**src/rtl/rsif_defines.svh**
```systemverilog
// Offsets, field positions, reset values and timing counts of the row strobe block.
`ifndef RSIF_DEFINES_SVH
`define RSIF_DEFINES_SVH

// Register byte offsets.
`define RSIF_CTRL_OFS        8'h00
`define RSIF_ROW_OFS         8'h04
`define RSIF_STATUS_OFS      8'h08
`define RSIF_INTSTAT_OFS     8'h0C

// Control field positions.
`define RSIF_CTRL_GO         0
`define RSIF_CTRL_RECORD     1
`define RSIF_CTRL_CUE        2
`define RSIF_CTRL_EXTCLK     3

// Status field positions.
`define RSIF_ST_FULL         0
`define RSIF_ST_MARK         1
`define RSIF_ST_PEND         2
`define RSIF_ST_ACTIVE       3
`define RSIF_ST_STROBE       4
`define RSIF_ST_STROBE_PIN   5
`define RSIF_ST_INT_PIN      6

// Reset values.
`define RSIF_START_ROW_RST   12'h000

// Memory geometry.
`define RSIF_LAST_ROW        12'h95F
`define RSIF_MARKS           8

// Clock rates in kHz; the tick is the sample clock divided by two.
`define RSIF_CLK_KHZ         250000
`define RSIF_TICK_KHZ        512
`define RSIF_INT_DIV         (`RSIF_CLK_KHZ / `RSIF_TICK_KHZ)

// Row phases in microseconds, cueing phases in nanoseconds.
`define RSIF_ROW_HIGH_US     175000
`define RSIF_ROW_LOW_US      25000
`define RSIF_CUE_HIGH_NS     109370
`define RSIF_CUE_LOW_NS      15630

// Phase lengths in ticks; the cueing figures round to the nearest tick.
`define RSIF_ROW_HIGH_TICKS  (`RSIF_ROW_HIGH_US * `RSIF_TICK_KHZ / 1000)
`define RSIF_ROW_LOW_TICKS   (`RSIF_ROW_LOW_US * `RSIF_TICK_KHZ / 1000)
`define RSIF_CUE_HIGH_TICKS  ((`RSIF_CUE_HIGH_NS * `RSIF_TICK_KHZ + 500000) / 1000000)
`define RSIF_CUE_LOW_TICKS   ((`RSIF_CUE_LOW_NS * `RSIF_TICK_KHZ + 500000) / 1000000)

`endif

```
**src/rtl/rsif_pkg.sv**
```systemverilog
// Types shared by the row strobe block.
package rsif_pkg;

	typedef logic [31:0] rsif_word_t;
	typedef logic [7:0]  rsif_addr_t;
	typedef logic [16:0] rsif_cnt_t;
	typedef logic [11:0] rsif_row_t;
	typedef logic [2:0]  rsif_seg_t;

	typedef enum logic [1:0] {ph_off, ph_prime, ph_high, ph_low} rsif_phase_t;
	typedef enum logic {op_idle, op_active} rsif_op_t;

endpackage

```
**src/rtl/rsif_top.sv**
```systemverilog
// Row-boundary strobe, interrupt and flag logic with its APB register slave.
`timescale 1ns/100ps
`include "rsif_defines.svh"

// Behaviour
// - The strobe has one period per memory row, 200 ms at 8 kHz.
// - Normal rows hold the strobe high 175 ms, then low 25 ms.
// - Cueing mode shortens the phases to 109.37 us high and 15.63 us low.
// - A fresh record start holds the strobe high one extra low-phase length.
// - The strobe pin is open drain: it only pulls low, else it releases.
// - The interrupt pin pulls low on memory full or message end until cleared.
// - Every operation ending on message end or memory full raises an interrupt.
// - The next serial transaction start clears the interrupt and releases the pin.
// - A dedicated status read reports the interrupt state instead of the pin.
// - Memory full sets when the last row ends in record or playback.
// - Message end sets only in playback on a stored marker, never in record.
// - Each row offers eight marker positions that are checked.
// - An external sample clock may replace the internal oscillator.
// - The external sample clock is divided by two at once.
module rsif_top
#(
	parameter rsif_pkg::rsif_cnt_t ROW_HIGH_TICKS = 17'(`RSIF_ROW_HIGH_TICKS),
	parameter rsif_pkg::rsif_cnt_t ROW_LOW_TICKS  = 17'(`RSIF_ROW_LOW_TICKS)
)
(
	// Clock and reset.
	input  wire logic                clk_sys,
	input  wire logic                rst,
	// APB slave.
	input  wire logic                psel,
	input  wire logic                penable,
	input  wire logic                pwrite,
	input  wire rsif_pkg::rsif_addr_t paddr,
	input  wire rsif_pkg::rsif_word_t pwdata,
	output rsif_pkg::rsif_word_t     prdata,
	output logic                     pready,
	output logic                     pslverr,
	// Serial bus slave select pin.
	input  wire logic                ss_n,
	// External sample clock pin.
	input  wire logic                external_sample_clock,
	// Marker bits of the current row from the array.
	input  wire logic [7:0]          end_marks,
	// Current row to the array.
	output rsif_pkg::rsif_row_t      row_addr,
	// Open-drain row strobe pin.
	input  wire logic                row_boundary_strobe_i,
	output logic                     row_boundary_strobe_o,
	output logic                     row_boundary_strobe_oe,
	// Open-drain interrupt pin.
	input  wire logic                int_n_i,
	output logic                     int_n_o,
	output logic                     int_n_oe
);
	import rsif_pkg::*;

	// Pin synchronisers and edge detection.
	logic [1:0] ss_sync;
	logic       ss_last;
	logic [1:0] strobe_sync;
	logic [1:0] int_sync;
	logic [1:0] next_ss_sync;
	logic       next_ss_last;
	logic [1:0] next_strobe_sync;
	logic [1:0] next_int_sync;
	logic       ss_fall;

	// Register bus state.
	rsif_word_t next_prdata;
	logic       next_pready;
	logic       next_pslverr;
	logic       ctrl_record;
	logic       ctrl_cue;
	logic       ctrl_ext;
	rsif_row_t  start_row;
	logic       next_ctrl_record;
	logic       next_ctrl_cue;
	logic       next_ctrl_ext;
	rsif_row_t  next_start_row;
	logic       access;
	logic       done;
	logic       hit;
	logic       wr_ctrl;
	logic       go_wr;
	logic       stop_wr;
	rsif_word_t rd_mux;

	// Operation state.
	rsif_op_t   op;
	rsif_op_t   next_op;
	logic       op_record;
	logic       next_op_record;
	logic       start_pulse;
	logic       next_start_pulse;
	rsif_row_t  next_row;
	logic       full;
	logic       mark;
	logic       pend;
	logic       next_full;
	logic       next_mark;
	logic       next_pend;
	logic       set_full;
	logic       set_mark;
	logic       next_strobe_oe;

	// Timing sub-blocks.
	logic       tick;
	logic       strobe_low;
	logic       row_end;
	logic       seg_end;
	rsif_seg_t  seg_idx;

	// Tick source, internal or from the external sample clock pin.
	rsif_tick u_tick
	(
		.clk_sys (clk_sys),
		.rst     (rst),
		.ext_sel (ctrl_ext),
		.ext_clk (external_sample_clock),
		.tick    (tick)
	);

	// Row timer driving the strobe phases and the marker positions.
	rsif_row #(
		.HIGH_TICKS (ROW_HIGH_TICKS),
		.LOW_TICKS  (ROW_LOW_TICKS)
	) u_row
	(
		.clk_sys    (clk_sys),
		.rst        (rst),
		.tick       (tick),
		.start      (start_pulse),
		.active     (op == op_active),
		.record     (op_record),
		.cue        (ctrl_cue),
		.strobe_low (strobe_low),
		.row_end    (row_end),
		.seg_end    (seg_end),
		.seg_idx    (seg_idx)
	);

	// Pins from outside pass two flops; only the second one feeds logic.
	always_comb
	begin
		next_ss_sync     = {ss_sync[0], ss_n};
		next_ss_last     = ss_sync[1];
		next_strobe_sync = {strobe_sync[0], row_boundary_strobe_i};
		next_int_sync    = {int_sync[0], int_n_i};
		ss_fall          = ss_last & ~ss_sync[1];
	end

	// Registers of the synchronisers.
	always_ff @(posedge clk_sys or posedge rst)
	begin
		if (rst)
		begin
			ss_sync     <= 2'h3;
			ss_last     <= 1'b1;
			strobe_sync <= 2'h3;
			int_sync    <= 2'h3;
		end
		else
		begin
			ss_sync     <= next_ss_sync;
			ss_last     <= next_ss_last;
			strobe_sync <= next_strobe_sync;
			int_sync    <= next_int_sync;
		end
	end

	// Read data for the addressed register.
	always_comb
	begin
		hit    = 1'b1;
		rd_mux = 32'h00000000;
		unique case (paddr)
			`RSIF_CTRL_OFS:
			begin
				rd_mux[`RSIF_CTRL_GO]     = (op == op_active);
				rd_mux[`RSIF_CTRL_RECORD] = ctrl_record;
				rd_mux[`RSIF_CTRL_CUE]    = ctrl_cue;
				rd_mux[`RSIF_CTRL_EXTCLK] = ctrl_ext;
			end
			`RSIF_ROW_OFS:
			begin
				rd_mux[11:0]  = start_row;
				rd_mux[27:16] = row_addr;
			end
			`RSIF_STATUS_OFS:
			begin
				rd_mux[`RSIF_ST_FULL]       = full;
				rd_mux[`RSIF_ST_MARK]       = mark;
				rd_mux[`RSIF_ST_PEND]       = pend;
				rd_mux[`RSIF_ST_ACTIVE]     = (op == op_active);
				rd_mux[`RSIF_ST_STROBE]     = row_boundary_strobe_oe;
				rd_mux[`RSIF_ST_STROBE_PIN] = strobe_sync[1];
				rd_mux[`RSIF_ST_INT_PIN]    = int_sync[1];
			end
			`RSIF_INTSTAT_OFS:
			begin
				// Lets the host poll instead of watching the pin.
				rd_mux[`RSIF_ST_FULL] = full;
				rd_mux[`RSIF_ST_MARK] = mark;
				rd_mux[`RSIF_ST_PEND] = pend;
			end
			default:
			begin
				hit = 1'b0;
			end
		endcase
	end

	// Bus handshake: one wait state, so data is captured while the request holds.
	always_comb
	begin
		access       = psel & penable;
		done         = access & pready;
		next_pready  = access & ~pready;
		next_prdata  = prdata;
		next_pslverr = 1'b0;
		if (access && !pready)
		begin
			next_prdata  = pwrite ? 32'h00000000 : rd_mux;
			next_pslverr = ~hit;
		end
		wr_ctrl = done & pwrite & (paddr == `RSIF_CTRL_OFS);
		go_wr   = wr_ctrl & pwdata[`RSIF_CTRL_GO];
		stop_wr = wr_ctrl & ~pwdata[`RSIF_CTRL_GO];
	end

	// Control fields; the record choice is sampled again at each start.
	always_comb
	begin
		next_ctrl_record = ctrl_record;
		next_ctrl_cue    = ctrl_cue;
		next_ctrl_ext    = ctrl_ext;
		next_start_row   = start_row;
		if (wr_ctrl)
		begin
			next_ctrl_record = pwdata[`RSIF_CTRL_RECORD];
			next_ctrl_cue    = pwdata[`RSIF_CTRL_CUE];
			next_ctrl_ext    = pwdata[`RSIF_CTRL_EXTCLK];
		end
		if (done && pwrite && paddr == `RSIF_ROW_OFS)
			next_start_row = pwdata[11:0];
	end

	// Registers of the bus slave and control fields.
	always_ff @(posedge clk_sys or posedge rst)
	begin
		if (rst)
		begin
			prdata      <= 32'h00000000;
			pready      <= 1'b0;
			pslverr     <= 1'b0;
			ctrl_record <= 1'b0;
			ctrl_cue    <= 1'b0;
			ctrl_ext    <= 1'b0;
			start_row   <= `RSIF_START_ROW_RST;
		end
		else
		begin
			prdata      <= next_prdata;
			pready      <= next_pready;
			pslverr     <= next_pslverr;
			ctrl_record <= next_ctrl_record;
			ctrl_cue    <= next_ctrl_cue;
			ctrl_ext    <= next_ctrl_ext;
			start_row   <= next_start_row;
		end
	end

	// Operation sequencing and termination events.
	always_comb
	begin
		next_op          = op;
		next_row         = row_addr;
		next_op_record   = op_record;
		next_start_pulse = 1'b0;
		set_full         = 1'b0;
		set_mark         = 1'b0;
		unique case (op)
			op_idle:
			begin
				if (go_wr)
				begin
					next_op          = op_active;
					next_row         = start_row;
					next_op_record   = pwdata[`RSIF_CTRL_RECORD];
					next_start_pulse = 1'b1;
				end
			end
			op_active:
			begin
				if (stop_wr)
					next_op = op_idle;
				else if (seg_end && !op_record && end_marks[seg_idx])
				begin
					// Markers only count on playback.
					set_mark = 1'b1;
					next_op = op_idle;
				end
				else if (row_end)
				begin
					if (row_addr >= `RSIF_LAST_ROW)
					begin
						set_full = 1'b1;
						next_op  = op_idle;
					end
					else
						next_row = row_addr + 12'h001;
				end
			end
		endcase
	end

	// Sticky flags; a new event wins over a clear in the same cycle.
	always_comb
	begin
		next_full      = set_full | (full & ~ss_fall);
		next_mark      = set_mark | (mark & ~ss_fall);
		next_pend      = set_full | set_mark | (pend & ~ss_fall);
		next_strobe_oe = strobe_low & (next_op == op_active);
	end

	// Registers of the operation, flags and pins; pin data is always low.
	always_ff @(posedge clk_sys or posedge rst)
	begin
		if (rst)
		begin
			op                     <= op_idle;
			row_addr               <= `RSIF_START_ROW_RST;
			op_record              <= 1'b0;
			start_pulse            <= 1'b0;
			full                   <= 1'b0;
			mark                   <= 1'b0;
			pend                   <= 1'b0;
			row_boundary_strobe_o  <= 1'b0;
			row_boundary_strobe_oe <= 1'b0;
			int_n_o                <= 1'b0;
			int_n_oe               <= 1'b0;
		end
		else
		begin
			op                     <= next_op;
			row_addr               <= next_row;
			op_record              <= next_op_record;
			start_pulse            <= next_start_pulse;
			full                   <= next_full;
			mark                   <= next_mark;
			pend                   <= next_pend;
			row_boundary_strobe_o  <= 1'b0;
			row_boundary_strobe_oe <= next_strobe_oe;
			int_n_o                <= 1'b0;
			int_n_oe               <= next_pend;
		end
	end

endmodule

```
**src/rtl/rsif_tick.sv**
```systemverilog
// Sample tick source: internal divider or the external clock halved.
`timescale 1ns/100ps
`include "rsif_defines.svh"

module rsif_tick
(
	// Clock and reset.
	input  wire logic clk_sys,
	input  wire logic rst,
	// Source selection and external clock pin.
	input  wire logic ext_sel,
	input  wire logic ext_clk,
	// Tick out.
	output logic      tick
);
	import rsif_pkg::*;

	localparam logic [8:0] DIV_LAST = 9'(`RSIF_INT_DIV - 1);

	logic [1:0] sync;
	logic       last;
	logic       half;
	logic [8:0] div;
	logic [1:0] next_sync;
	logic       next_last;
	logic       next_half;
	logic [8:0] next_div;
	logic       next_tick;
	logic       rise;

	// Every second rising edge gives a tick, so the pin's duty cycle never matters.
	always_comb
	begin
		next_sync = {sync[0], ext_clk};
		next_last = sync[1];
		rise      = sync[1] & ~last;
		next_half = half ^ rise;
		next_div  = (div == DIV_LAST) ? 9'h000 : div + 9'h001;
		next_tick = ext_sel ? (rise & half) : (div == DIV_LAST);
	end

	// Registers of the tick source.
	always_ff @(posedge clk_sys or posedge rst)
	begin
		if (rst)
		begin
			sync <= 2'h0;
			last <= 1'b0;
			half <= 1'b0;
			div  <= 9'h000;
			tick <= 1'b0;
		end
		else
		begin
			sync <= next_sync;
			last <= next_last;
			half <= next_half;
			div  <= next_div;
			tick <= next_tick;
		end
	end

endmodule

```
**src/rtl/rsif_row.sv**
```systemverilog
// Row timer: strobe phases, segment boundaries and row ends.
`timescale 1ns/100ps
`include "rsif_defines.svh"

module rsif_row
#(
	parameter rsif_pkg::rsif_cnt_t HIGH_TICKS = 17'(`RSIF_ROW_HIGH_TICKS),
	parameter rsif_pkg::rsif_cnt_t LOW_TICKS  = 17'(`RSIF_ROW_LOW_TICKS)
)
(
	// Clock and reset.
	input  wire logic          clk_sys,
	input  wire logic          rst,
	// Control.
	input  wire logic          tick,
	input  wire logic          start,
	input  wire logic          active,
	input  wire logic          record,
	input  wire logic          cue,
	// Timing out.
	output logic               strobe_low,
	output logic               row_end,
	output logic               seg_end,
	output rsif_pkg::rsif_seg_t seg_idx
);
	import rsif_pkg::*;

	localparam rsif_cnt_t CUE_HIGH = 17'(`RSIF_CUE_HIGH_TICKS);
	localparam rsif_cnt_t CUE_LOW  = 17'(`RSIF_CUE_LOW_TICKS);

	rsif_phase_t phase;
	rsif_phase_t next_phase;
	rsif_cnt_t   cnt;
	rsif_cnt_t   next_cnt;
	rsif_cnt_t   scnt;
	rsif_cnt_t   next_scnt;
	rsif_seg_t   seg;
	rsif_seg_t   next_seg;
	rsif_seg_t   next_idx;
	rsif_cnt_t   hi_n;
	rsif_cnt_t   lo_n;
	rsif_cnt_t   sg_n;
	logic        next_row_end;
	logic        next_seg_end;

	// Phase lengths follow the mode; a segment is an eighth of the row period.
	always_comb
	begin
		hi_n = cue ? CUE_HIGH : HIGH_TICKS;
		lo_n = cue ? CUE_LOW : LOW_TICKS;
		sg_n = 17'((hi_n + lo_n) >> 3);
	end

	// Phase sequencing; the row repeats until the operation stops.
	always_comb
	begin
		next_phase   = phase;
		next_cnt     = cnt;
		next_scnt    = scnt;
		next_seg     = seg;
		next_idx     = seg_idx;
		next_row_end = 1'b0;
		next_seg_end = 1'b0;
		if (!active)
		begin
			next_phase = ph_off;
			next_cnt   = 17'h00000;
			next_scnt  = 17'h00000;
			next_seg   = 3'h0;
		end
		else if (start)
		begin
			next_phase = record ? ph_prime : ph_high;
			next_cnt   = 17'h00000;
			next_scnt  = 17'h00000;
			next_seg   = 3'h0;
		end
		else if (tick)
		begin
			unique case (phase)
				ph_off:
				begin
					next_phase = ph_off;
				end
				ph_prime:
				begin
					// Strobe stays high one extra low-phase length.
					if (cnt >= lo_n - 17'h00001)
					begin
						next_phase = ph_high;
						next_cnt   = 17'h00000;
					end
					else
						next_cnt = cnt + 17'h00001;
				end
				ph_high, ph_low:
				begin
					if (scnt >= sg_n - 17'h00001)
					begin
						next_scnt    = 17'h00000;
						next_seg     = seg + 3'h1;
						next_seg_end = 1'b1;
						next_idx     = seg;
					end
					else
						next_scnt = scnt + 17'h00001;
					if (phase == ph_high && cnt >= hi_n - 17'h00001)
					begin
						next_phase = ph_low;
						next_cnt   = 17'h00000;
					end
					else if (phase == ph_low && cnt >= lo_n - 17'h00001)
					begin
						// Row end realigns segments in case the lengths do not divide by eight.
						next_phase   = ph_high;
						next_cnt     = 17'h00000;
						next_scnt    = 17'h00000;
						next_seg     = 3'h0;
						next_row_end = 1'b1;
						next_seg_end = 1'b1;
						next_idx     = seg;
					end
					else
						next_cnt = cnt + 17'h00001;
				end
			endcase
		end
	end

	// Registers of the row timer.
	always_ff @(posedge clk_sys or posedge rst)
	begin
		if (rst)
		begin
			phase      <= ph_off;
			cnt        <= 17'h00000;
			scnt       <= 17'h00000;
			seg        <= 3'h0;
			seg_idx    <= 3'h0;
			strobe_low <= 1'b0;
			row_end    <= 1'b0;
			seg_end    <= 1'b0;
		end
		else
		begin
			phase      <= next_phase;
			cnt        <= next_cnt;
			scnt       <= next_scnt;
			seg        <= next_seg;
			seg_idx    <= next_idx;
			strobe_low <= (next_phase == ph_low);
			row_end    <= next_row_end;
			seg_end    <= next_seg_end;
		end
	end

endmodule

```
**config.mk**
```make
export PLATFORM = sky130hd
export DESIGN_NAME = rsif_top
export DESIGN_NICKNAME = d
export VERILOG_FILES = /design/src/rtl/rsif_pkg.sv /design/src/rtl/rsif_top.sv /design/src/rtl/rsif_tick.sv /design/src/rtl/rsif_row.sv
export VERILOG_INCLUDE_DIRS = /design/src /design/src/rtl
export SDC_FILE = /design/constraint.sdc
export NUM_CORES = 1
export LEC_CHECK = 0
export BUFFER_PORTS_ARGS = -buffer_cell sky130_fd_sc_hd__clkbuf_2
export CAP_MARGIN = 20
export CORE_ASPECT_RATIO = 1.5
export CORE_UTILIZATION = 57
export DETAILED_ROUTE_END_ITERATION = 6
export PLACE_DENSITY_LB_ADDON = 0.1
export SLEW_MARGIN = 20
export SYNTH_ARGS = -nofsm -noshare
export SYNTH_HDL_FRONTEND = slang
export SYNTH_SLANG_ARGS = --single-unit
```
**constraint.sdc**
```tcl
create_clock -name clk_sys -period 4.4 [get_ports clk_sys]
set_clock_uncertainty 0.1 [all_clocks]
set_input_delay 0.66 -clock clk_sys [delete_from_list [all_inputs] [get_ports clk_sys]]
set_output_delay 0.66 -clock clk_sys [all_outputs]
set_load 0.01 [all_outputs]
```
### After elaboration in Yosys (flattened, before gate mapping)

Index checks and enable logic that the tools add are counted.

* flip-flop bits (word level): 134
* bits in latches: 0
* RAM bits: 0
* ROM bits: 0
* bits of input ports: 57
* memories kept: 0

* add/sub/neg operators: 9
* multiply operators: 0
* div/mod/pow operators: 0
* $lt $le $gt $ge: 5
* equal/unequal tests: 16
* shifts and indexed selects: 0
* multiplexer cells: 80
* bitwise gates (word level): 27
* reduce and logical (&&, ||, !) cells: 19

Operators with widths (number)
* 17-bit 2-to-1 mux: 14
* 12-bit 2-to-1 mux: 6
* 17-bit >= comparator: 3
* 17-bit by 1-bit adder with 17-bit output, second input constant: 2
* 17-bit one-hot mux with 2 select lines: 1
* 17-bit by 1-bit subtractor with 17-bit output, second input constant: 2
* 1-bit 2-to-1 mux: 31
* 3-bit 2-to-1 mux: 10
* 28-bit 2-to-1 mux: 1
* 12-bit one-hot mux with 2 select lines: 1
* 17-bit adder: 1
* 8-bit by 4-bit equality test with 1-bit output, second input constant: 2
* 14-bit by 1-bit subtractor with 15-bit output, second input constant: 1
* 1-bit bitwise AND: 14
* 14-bit 2-to-1 mux: 1
* 2-bit 2-to-1 mux: 7
* 12-bit by 1-bit adder with 12-bit output, second input constant: 1
* 12-bit >= comparator, second input constant: 1
* 9-bit by 1-bit adder with 9-bit output, second input constant: 1
* 9-bit equality test, second input constant: 1
* 9-bit 2-to-1 mux: 1
* 3-bit one-hot mux with 3 select lines: 1
* 8-bit by 3-bit equality test with 1-bit output, second input constant: 1
* 8-bit zero test: 1
* 25 further kinds: 51

### Depth between registers and ports, before layout

Gate-level depths: netlist (run 1).

* word-level depth: 11
* mapped depth: 8
* depth with buffers taken out: 7

### Hierarchy

From an unflattened synthesis (run 1), not the netlist that was laid out.

* cell total of the unflattened synthesis: 709
* area, all modules: 6899.1 µm²

By module, submodules not included
* rsif_top: instances 1, cells each 300, area an instance 3255.6 µm²
* rsif_row: instances 1, cells each 356, area an instance 3009.1 µm²
* rsif_tick: instances 1, cells each 53, area an instance 634.4 µm²

### Worst setup path before layout (run 1)

OpenSTA, ideal clock, no wires.

* kind: register to register
* start point: reg ctrl_cue
* end point: reg u_row.seg_idx[0]
* library setup time: 0.125 ns
* arrival time: 2.708 ns
* data required time: 4.175 ns
* slack: 1.467 ns
* stages on the path, launching flop included: 8
* buffers on the path: 0
* clock period less this slack: 2.933 ns
* cell sequence: dfrtp_1 > ha_1 > nand2_1 > or4b_2 > o31ai_4 > a22oi_1 > a21oi_4 > mux2_4

* longest elaborated chain between the ends: 7
* elaborated cells on any way between the ends: 14
* those cells by class: 4 x add/sub; 3 x order compare; 5 x mux; 2 x reduce/logical

Ends and longest elaborated chain
* from (decl): RTL line rsif_top.sv:73 `logic ctrl_cue;`
* from (signal assigned): RTL line rsif_top.sv:267 `ctrl_cue <= next_ctrl_cue;`
* 17-bit 2-to-1 mux or 14-bit 2-to-1 mux (tied branches): RTL line rsif_row.sv:49, rsif_row.sv:50
* 17-bit adder: RTL line rsif_row.sv:51 `sg_n = 17'((hi_n + lo_n) >> 3);`
* 14-bit by 1-bit subtractor with 15-bit output: RTL line rsif_row.sv:98 `if (scnt >= sg_n - 17'h00001)`
* 17-bit >= comparator: RTL line rsif_row.sv:98
* 3-bit 2-to-1 mux: RTL line rsif_row.sv:98
* 3-bit 2-to-1 mux: RTL line rsif_row.sv:112 `else if (phase == ph_low && cnt >= lo_n - 17'h00001)`
* 3-bit 2-to-1 mux (*): RTL line rsif_row.sv:107 `if (phase == ph_high && cnt >= hi_n - 17'h00001)`
* to (signal assigned): RTL line rsif_row.sv:150 `seg_idx <= next_idx;`
* to (decl): RTL line rsif_row.sv:24 `output rsif_pkg::rsif_seg_t seg_idx`

Every way passes the cells marked *; elsewhere a longest branch is shown, timed or not.
A chain may end at the register's enable or synchronous reset.

### Worst setup path after layout (run 1)

* start point: reg ctrl_cue
* end point: reg u_row.scnt[5]

* longest elaborated chain between the ends: 11
* elaborated cells on any way between the ends: 18
* those cells by class: 4 x add/sub; 3 x order compare; 9 x mux; 2 x reduce/logical

Ends and longest elaborated chain
* 17-bit 2-to-1 mux or 14-bit 2-to-1 mux (tied branches): RTL line rsif_row.sv:49, rsif_row.sv:50
* 17-bit adder: RTL line rsif_row.sv:51
* 14-bit by 1-bit subtractor with 15-bit output: RTL line rsif_row.sv:98
* 17-bit >= comparator: RTL line rsif_row.sv:98
* 17-bit 2-to-1 mux: RTL line rsif_row.sv:98
* 17-bit 2-to-1 mux: RTL line rsif_row.sv:112
* 17-bit 2-to-1 mux (*): RTL line rsif_row.sv:107
* 17-bit 2-to-1 mux (*): RTL line rsif_row.sv:80 `unique case (phase)`
* 17-bit 2-to-1 mux (*): RTL line rsif_row.sv:78 `else if (tick)`
* 17-bit 2-to-1 mux (*): RTL line rsif_row.sv:71 `else if (start)`
* 17-bit 2-to-1 mux (*): RTL line rsif_row.sv:64 `if (!active)`
* to (signal assigned): RTL line rsif_row.sv:148 `scnt <= next_scnt;`
* to (decl): RTL line rsif_row.sv:35 `rsif_cnt_t scnt;`

Every way passes the cells marked *; elsewhere a longest branch is shown, timed or not. The select of a mux whose other input is x is not followed.

==> results of run 1 <==
## worst max path at each step
stage,from,endpoint,slack [ns],cells after the start
2_1_floorplan,rst,ctrl_cue$_DFFE_PP0P_,0.30,1
3_3_place_gp,ctrl_cue$_DFFE_PP0P_,u_row.scnt[5]$_DFFE_PP0P_,1.18,6
3_5_place_dp,ctrl_cue$_DFFE_PP0P_,u_row.scnt[11]$_DFFE_PP0P_,1.07,6
4_1_cts,ctrl_cue$_DFFE_PP0P_,u_row.scnt[5]$_DFFE_PP0P_,1.06,6
5_1_grt,ctrl_cue$_DFFE_PP0P_,u_row.scnt[11]$_DFFE_PP0P_,0.85,7
6_report,ctrl_cue$_DFFE_PP0P_,u_row.scnt[5]$_DFFE_PP0P_,1.08,6
## power breakdown
part	leakage, nW	switching, W	internal (W)
sequential	1.70	0.0000210	0.00118
combinational	1.65	0.0000603	0.0000349
clock	0.267	0.000523	0.000828
## final cells by class
type                            count  area, um^2  area share [%]
Multi-Input combinational cell    483        3210            41.8
Inverter                           23        88.8            1.16
Clock inverter                     14         144            1.87
Clock buffer                       17         425            5.54
Timing Repair Buffer               86         468            6.09
Sequential cell                   126        3160            41.1
Tap cell                          147         184            2.39
## registers in the layout (all words and copies together), names as in the netlist, 2 cells and up
register	count
u_row.seg_idx	3
u_row.seg	3
u_row.phase	2
int_sync	2
prdata	24
ss_sync	2
strobe_sync	2
u_row.scnt	17
u_row.cnt	17
u_tick.sync	2
start_row	12
u_tick.div	9
row_addr	12
## worst register-to-register path, delay by kind of cell (launching register included)
family | cells | cell delay (ns)
flops | 1 | 0.88
fa+ha+maj | 1 | 0.38
compound gates | 3 | 1.06
simple gates | 2 | 0.83
## per-stage QoR
stage	cell area, um^2	power (W)	worst slack [ns]
after floorplan	6640	0.00128	0.296
after global placement	7100	0.00132	1.18
after detailed placement	7100	0.00132	1.07
after CTS	7670	0.00267	1.06
after global routing	7680	0.00273	0.847
final	7680	0.00265	1.08
## logic make-up after synthesis
family | count (synthesis) | synth area share [%]
fa+ha+maj | 26 | 4.92
compound gates | 153 | 16.9
flops | 126 | 47.8
other cells | 1 | 0.0567
buf+inv | 59 | 4.20
simple gates | 250 | 18.6
mux | 36 | 6.40
xor+xnor | 8 | 1.06
## cells in the mapped netlist, drive strengths merged (17+ instances only)
| library cell | count | area (um^2) |
|---|---|---|
| nor2 | 42 | 158 |
| nand4 | 21 | 131 |
| dfrtp | 119 | 2980 |
| mux2 | 21 | 248 |
| inv | 23 | 86.3 |
| nand3 | 40 | 200 |
| a22o | 23 | 201 |
| ha | 26 | 325 |
| nand2 | 79 | 297 |
| o21ai | 29 | 145 |
| a31oi | 17 | 106 |
| clkbuf | 20 | 75.1 |
| a21oi | 19 | 110 |
## metal layers
metal / GRT usage [%] / routed length, um / vias to the layer above
met5: 0 / 0 / -
met1: 30.8 / 6060 / 2690
li1: - / - / 2571
met3: 4.88 / 481 / 36
met2: 49.0 / 8000 / 131
met4: 13.7 / 647 / 0
==> run metrics, run 1 <==
Congestion Overflow GR 0; antenna violations before repair 0; first-pass GRT wire length 26200 um; clock tree buffer depth 2; Final nets 820; synth unique cells 68; worst path cell trace ha_1, a211o_1, or4_4, o22ai_4, nand2_1, o211ai_1; area of the core 0.0112 mm^2; Worst-Skew Late Latency 0.41 ns; P_leak 3.62 nW; fin. max-slew vios 0; Arr. time, crit path 3.54 ns; CP Buf/Inv Count 0; Reg2Reg Depth 6; outcome finished, final reports clean; Synth-to-Final Area Change 16.3%; Max Cap Viol 0; TritonCTS clock tree built; dpl cells 864; setup bufs post-CTS 0; setup TNS 0 ns; mean area per synthesized cell 10.0 um^2; cell type of the slowest stage on the worst timing path dfrtp_1; maximum clock rate 301 MHz; Top FF cell, synth dfrtp_1; post-DP HPWL 10800 um; GRT Total Usage 27.2%; Die ar. 0.0120 mm^2; worst r2r src ctrl_cue$_DFFE_PP0P_; PwrDens 345 mW/mm^2; Die Ht 134 um; Post-synth EDFFs 0; CP max stage delay 0.88 ns; Die W 89.9 um; # DRC 0; Mapped Cells 659; Crit Reg-Reg Endpoint u_row.scnt[5]$_DFFE_PP0P_; worst hold path cell count 1; n_diodes 0; wire length per cell 17.0 um; hold slack 0.226 ns; worst hold start int_n_i; clk sinks 126; Ys Warns 0; Rel. slew slack 39.6%; DRT iter0 DRCs 245; Worst Path Required 4.62 ns; RSZ-0062 raised after global routing no; HP Class in -> reg; vias in the first global route 5317; Final Cycle Share 75.5%; row count 47; r2r setup slk 1.08 ns; leading cell type in the layout, fill and taps excluded dfrtp_1; maximum fanout along the worst path 23; critical path class reg -> reg; Vias/cell 6.06; asr flop ratio synth 100%; Port Buffers 76; sequential element share of the synthesized area 47.8%; CP startpoint kind flip-flop; Fin. Hold Viols 0; Via Count 5428; largest net degree at the start of global routing 73; H-tree depth 4; CP endpoint kind flip-flop; initial core utilization 59.1%; root buffer cell clkbuf_16; Post-Route WL 15200 um; register bit total from synthesis 126; VDD IR max 283 uV; Worst Tran Pin Value 0.898 ns; share of cells above drive strength 1 21.4%; CP delay by family, top compound AO/OA/AOI/OAI gates; post_cts resized 0; FILL cells 889; DRT Pass-1 Iters 4; Hold Path End int_sync[0]$_DFF_PP1_; # IOs 107; final core utilization 68.8%; commonest cells after routing, fill and taps aside dfrtp_1, nand2_1, clkbuf_2, nor2_1, nand3_1; synthesized area 0.00661 mm^2; final setup vio count 0; Routed Antenna Nets 0; final cell count without fillers 896; Inserted Clock Buffers 17; RePlAce Congestion 0.886; clk slew on worst S/H paths 0.06 ns; Final Critical Period 3.32 ns; CTS Hold Bufs 0
Note: power is estimated with default switching activity, not from simulation.
==> run 2, diff against run 1 <==
- ABC_AREA: not set -> 1
- CORE_UTILIZATION: 57 -> 58
- clock period: 4.4 -> 3.3 ns (I/O delays scaled with it)
==> run metrics, run 2 <==
Fin. Hold Viols 0; Top FF cell, synth dfrtp_1; largest net degree at the start of global routing 73; # DRC 0; number of flip-flops in the largest register 24; outcome finished, final reports clean; Die Ht 139 um; Final Critical Period 2.67 ns; # IOs 107; worst setup margin 0.635 ns; Congestion Overflow GR 0; root buffer cell clkbuf_16; n_diodes 0; commonest cells after routing, fill and taps aside nand2_1, dfrtp_1, inv_1, clkbuf_2, nor2_1; Ys Warns 0; setup TNS 0 ns; largest registers prdata (24), u_row.cnt (17), u_row.scnt (17); final setup vio count 0; asr flop ratio synth 100%; maximum fanout along the worst path 21; share of cells above drive strength 1 15.5%; FILL cells 1048; CP endpoint kind flip-flop; design area 0.00833 mm^2; Rel. slew slack 42.8%; clk sinks 126; CP delay by family, top simple AND/OR/NAND/NOR gates; wire length on met3 552 um; Post-Route WL 16400 um; Post-synth top cells nand2_1, dfrtp_1, inv_1, nor2_1, nand3_1; worst path cell trace ha_1, inv_1, nor2_1, nand2_1, nand2_1, a21oi_4, nand4_4, nand2_4, nand2_4, nor2_8, nand2_1, nand2_1; worst r2r src ctrl_cue$_DFFE_PP0P_; leading cell type in the layout, fill and taps excluded nand2_1; fin. max-slew vios 0; most used cell, CP nand2_1; Mapped Cells 945; r2r setup slk 0.63 ns; Arr. time, crit path 2.92 ns; antenna violations before repair 0; row count 49; synth unique cells 47; TritonCTS clock tree built; critical path depth in cells 12; Reg2Reg Depth 12; CP max stage delay 0.90 ns; CP startpoint kind flip-flop; Synth area leader dfrtp_1; post-DP HPWL 11900 um; pre-CTS setup slack 0.629 ns; DRT met1 WL 6410 um; Placed Area 0.00772 mm^2; top post-synthesis cells by area dfrtp_1, nand2_1, inv_1; critical path class reg -> reg; area of the core 0.0121 mm^2; vias in the first global route 6267; Routed Antenna Nets 0; PwrDens 426 mW/mm^2; P_leak 4.47 nW; Final Cycle Share 80.8%; Post-synth EDFFs 0; Via Count 6356; clock tree buffer depth 2; CP Buf/Inv Count 1; most frequent cell after synthesis nand2_1; synthesized area 0.00724 mm^2; uppermost layer routed met4; met2 WL 8820 um; Vias/cell 5.33; setup bufs post-CTS 0; Port Buffers 76; H-tree depth 4; worst hold path cell count 1; mean area per synthesized cell 7.66 um^2; Final nets 1110; Largest Register prdata; sequential element share of the synthesized area 43.7%; VDD IR max 352 uV; worst hold start int_n_i; Synth-to-Final Area Change 15.0%; Max Cap Viol 0; GRT Total Usage 27.4%; clk slew on worst S/H paths 0.06 ns; RSZ-0062 raised after global routing no; top cell type's share of synthesized area 41.1%; Reg area 0.00316 mm^2; wire length per cell 13.7 um; DRT iter0 DRCs 237; Hold Path End int_sync[0]$_DFF_PP1_; first-pass GRT wire length 28100 um; Inserted Clock Buffers 17; Die ar. 0.0129 mm^2; area occupied by multi-input gates 0.00345 mm^2; cell type of the slowest stage on the worst timing path dfrtp_1; initial core utilization 59.9%; Die W 93.2 um; Worst Tran Pin Value 0.858 ns; Worst-Skew Late Latency 0.41 ns; register bit total from synthesis 126; Worst Path Required 3.56 ns; HP Class in -> reg; Crit Reg-Reg Endpoint u_row.scnt[10]$_DFFE_PP0P_; maximum clock rate 375 MHz; RePlAce Congestion 0.886; DRT Pass-1 Iters 6
## run 2: cell count changes after synthesis, moves of 13 or more
cell	previous run	this run
mux2i_1	13	0
nand2_1	79	297
inv_1	23	116
a22o_1	23	4
nand3_1	40	68
nor2_1	42	74
o21ai_0	28	51
mux2_2	18	0
a31oi_1	17	2
## run 2: worst register-to-register path: stages (launching register included)
cell     delay (ns)
dfrtp_1        0.90
ha_1           0.43
inv_1          0.10
nor2_1         0.04
nand2_1        0.06
nand2_1        0.09
a21oi_4        0.15
nand4_4        0.13
nand2_4        0.13
nand2_4        0.09
nor2_8         0.22
nand2_1        0.09
nand2_1        0.06
## run 2: layer usage
layer	GRT usage (%)	vias up
li1	-	3171
met1	29.4	2982
met2	49.7	151
met3	5.26	52
met4	14.3	0
met5	0	-
## run 2: cell families after synthesis
family,share of synthesized area [%]
multiplexers,0.830
adder cells (fa/ha/maj),4.49
buffers and inverters,9.16
AND/OR/NAND/NOR,32.0
AO/OA/AOI/OAI,7.12
XOR/XNOR,2.66
flip-flops,43.7
other,0.0518
## run 2: final cells by class
type,count,area share (%)
clock buffer,22,5.45
inverter,124,5.63
timing repair buffer,85,5.56
sequential,126,38.0
multi-input combinational,673,41.4
clock inverter,10,1.67
tap,153,2.30
## run 2: what timing repair did
item                                   CTS  global route
hold buffers                             1             0
endpoints found under the hold margin   15             0
resized for setup                        0             0
## run 2: how the worst max path moves through the flow
stage	startpoint	to	slack, ns
6_report	ctrl_cue$_DFFE_PP0P_	u_row.scnt[10]$_DFFE_PP0P_	0.63
5_1_grt	ctrl_cue$_DFFE_PP0P_	u_row.scnt[6]$_DFFE_PP0P_	0.42
2_1_floorplan	ctrl_cue$_DFFE_PP0P_	u_row.scnt[8]$_DFFE_PP0P_	1.05
3_3_place_gp	ctrl_cue$_DFFE_PP0P_	u_row.scnt[10]$_DFFE_PP0P_	0.64
3_5_place_dp	ctrl_cue$_DFFE_PP0P_	u_row.scnt[1]$_DFFE_PP0P_	0.63
4_1_cts	ctrl_cue$_DFFE_PP0P_	u_row.scnt[10]$_DFFE_PP0P_	0.62
## run 2: stage by stage
stage               instances  utilization, %  total power [W]  hold WS, ns
floorplan                 954               -          0.00166        0.231
global placement         1160            63.9          0.00169        0.247
detailed placement       1160            63.9          0.00170        0.248
CTS                      1193            68.9          0.00357       0.0525
global route             1193            68.9          0.00365       0.0492
finish                   1193            68.9          0.00355       0.0607
## run 2: power breakdown
part	switching [W]	internal [W]	total [W]	leakage, nW
clock	0.000676	0.00121	0.00188	0.288
sequential	0.00000584	0.00156	0.00157	1.69
combinational	0.0000665	0.0000306	0.0000970	2.49
total	0.000748	0.00280	0.00355	4.47
==> run 3, diff against run 2 <==
- ABC_AREA: 1 -> 0
- CORE_UTILIZATION: 58 -> 57
- clock period: 3.3 -> 2.79 ns (I/O delays scaled with it)
==> run metrics, run 3 (synthesis results as in run 1) <==
maximum fanout along the worst path 8; Port Buffers 76; RSZ-0062 raised after global routing yes; VDD IR max 392 uV; met3 Track Usage GR 5.33%; # DRC 0; wire length per cell 18.0 um; vias in the first global route 5680; HP Class in -> reg; Placed Area 0.00744 mm^2; share of cells above drive strength 1 27.9%; DRT iter0 DRCs 295; first-pass GRT wire length 27200 um; Final Critical Period 2.79 ns; Congestion Overflow GR 0; largest registers prdata (24), u_row.cnt (17), u_row.scnt (17); Final Cycle Share 99.9%; outcome finished, final reports clean; leading cell type in the layout, fill and taps excluded dfrtp_1; Vias/cell 6.07; design area 0.00833 mm^2; # IOs 107; fin. max-slew vios 0; H-tree depth 4; Die W 89.9 um; number of flip-flops in the largest register 24; Final nets 869; Synth-to-Final Area Change 26.0%; root buffer cell clkbuf_16; Die Ht 134 um; clock tree buffer depth 2; initial core utilization 59.1%; Post-Route WL 17000 um; post-DP HPWL 11700 um; final setup vio count 0; CP endpoint kind flip-flop; FILL cells 787; Largest Register prdata; n_diodes 0; PwrDens 504 mW/mm^2; row count 47; Worst-Skew Late Latency 0.41 ns; GRT Total Usage 28.5%; area of the core 0.0112 mm^2; Via Count 5743; RePlAce Congestion 0.911; met2 Usage GRT 51.4%; Worst Path Required 2.99 ns; maximum clock rate 359 MHz; CP startpoint kind flip-flop; GRT Max-Usage Layer met2; TritonCTS clock tree built; Inserted Clock Buffers 17; antenna violations before repair 0; Fin. Hold Viols 0; Routed Antenna Nets 0; largest net degree at the start of global routing 37; Arr. time, crit path 2.98 ns; Die ar. 0.0120 mm^2; clk sinks 126; met1 usage in global routing 31.1%; Max Cap Viol 0; clk slew on worst S/H paths 0.06 ns; P_leak 3.88 nW; Rel. slew slack 40.3%; DRT Pass-1 Iters 7; total power 0.00420 W; Worst Tran Pin Value 0.893 ns; critical path class reg -> reg; commonest cells after routing, fill and taps aside dfrtp_1, nand2_1, clkbuf_2, nor2_1, buf_4
-- run 3: cell types whose count changed in the layout (fill, tap and decap cells not counted), sizes merged, moves of 10 or more --
cell	delta
nand2	-225
o22ai	+10
and3	+11
nor2	-44
buf	+46
mux2	+17
nand3	-31
mux2i	+13
inv	-99
a22o	+19
a31oi	+15
o21ai	-22
xor2	-10
-- run 3: final timing paths --
check                                         start                      endpoint  slack, ns  cells after the start
max in group asynchronous                       rst        prdata[16]$_DFFE_PP0P_       1.81                      3
hold reg to reg            strobe_sync[0]$_DFF_PP1_      strobe_sync[1]$_DFF_PP1_       0.26                      0
hold / removal                external_sample_clock      u_tick.sync[0]$_DFF_PP0_       0.01                      1
min in group asynchronous                       rst      u_tick.sync[0]$_DFF_PP0_       0.08                      2
setup / recovery               ctrl_cue$_DFFE_PP0P_  u_row.seg_idx[2]$_DFFE_PP0P_      0.003                      9
setup reg to reg               ctrl_cue$_DFFE_PP0P_  u_row.seg_idx[2]$_DFFE_PP0P_      0.003                      9
-- run 3: repair_timing --
| item | in CTS | in global routing |
|---|---|---|
| endpoints found under the hold margin | 3 | 0 |
| pin swaps | 3 | 15 |
| gates cloned | 0 | 3 |
| setup buffers | 2 | 4 |
| hold buffers | 3 | 0 |
| endpoints found under the setup margin | 24 | 41 |
| gates resized for setup | 4 | 27 |
-- run 3: final cells by class --
class / count / area, um^2 / area share [%]
Multi-Input combinational cell: 483 / 3380 / 40.5
Sequential cell: 126 / 3160 / 38.0
Timing Repair Buffer: 135 / 935 / 11.2
Clock buffer: 22 / 464 / 5.57
Tap cell: 147 / 184 / 2.21
Clock inverter: 10 / 115 / 1.38
Inverter: 23 / 90.1 / 1.08
-- run 3: per-layer routing --
metal / wire [um] / vias to the layer above / part of all wire (%)
li1: - / 2685 / -
met5: 0 / - / 0
met4: 858 / 0 / 5.0
met3: 723 / 52 / 4.2
met1: 6370 / 2804 / 37
met2: 9090 / 202 / 53
-- run 3: report_power, final --
group	internal, W	leakage (nW)	total [W]	switching [W]
clock	0.00136	0.277	0.00214	0.000777
sequential	0.00186	1.70	0.00190	0.0000341
combinational	0.0000647	1.91	0.000165	0.000101
total	0.00329	3.88	0.00420	0.000912
-- run 3: metrics by stage --
stage | instances | utilization [%] | TNS [ns] | setup slack (ns) | hold slack [ns]
after floorplan | 668 | - | 0 | 0.0232 | 0.231
after detailed placement | 902 | 66.6 | -3.38 | -0.227 | 0.251
after CTS | 939 | 72.4 | -0.0371 | -0.0371 | 0.000315
after global routing | 946 | 74.5 | -0.980 | -0.0736 | 0.000660
after global placement | 902 | 66.6 | -1.15 | -0.0974 | 0.246
final | 946 | 74.5 | 0 | 0.00257 | 0.0134
-- run 3: critical path, cell delays in order (launching register included) --
cell and delay [ns]:
dfrtp_2 0.45, buf_6 0.15, buf_4 0.17, ha_1 0.34, a211oi_2 0.21, nor2_1 0.08, or4_4 0.45, o22ai_4 0.27
a21oi_4 0.14, mux2_4 0.32
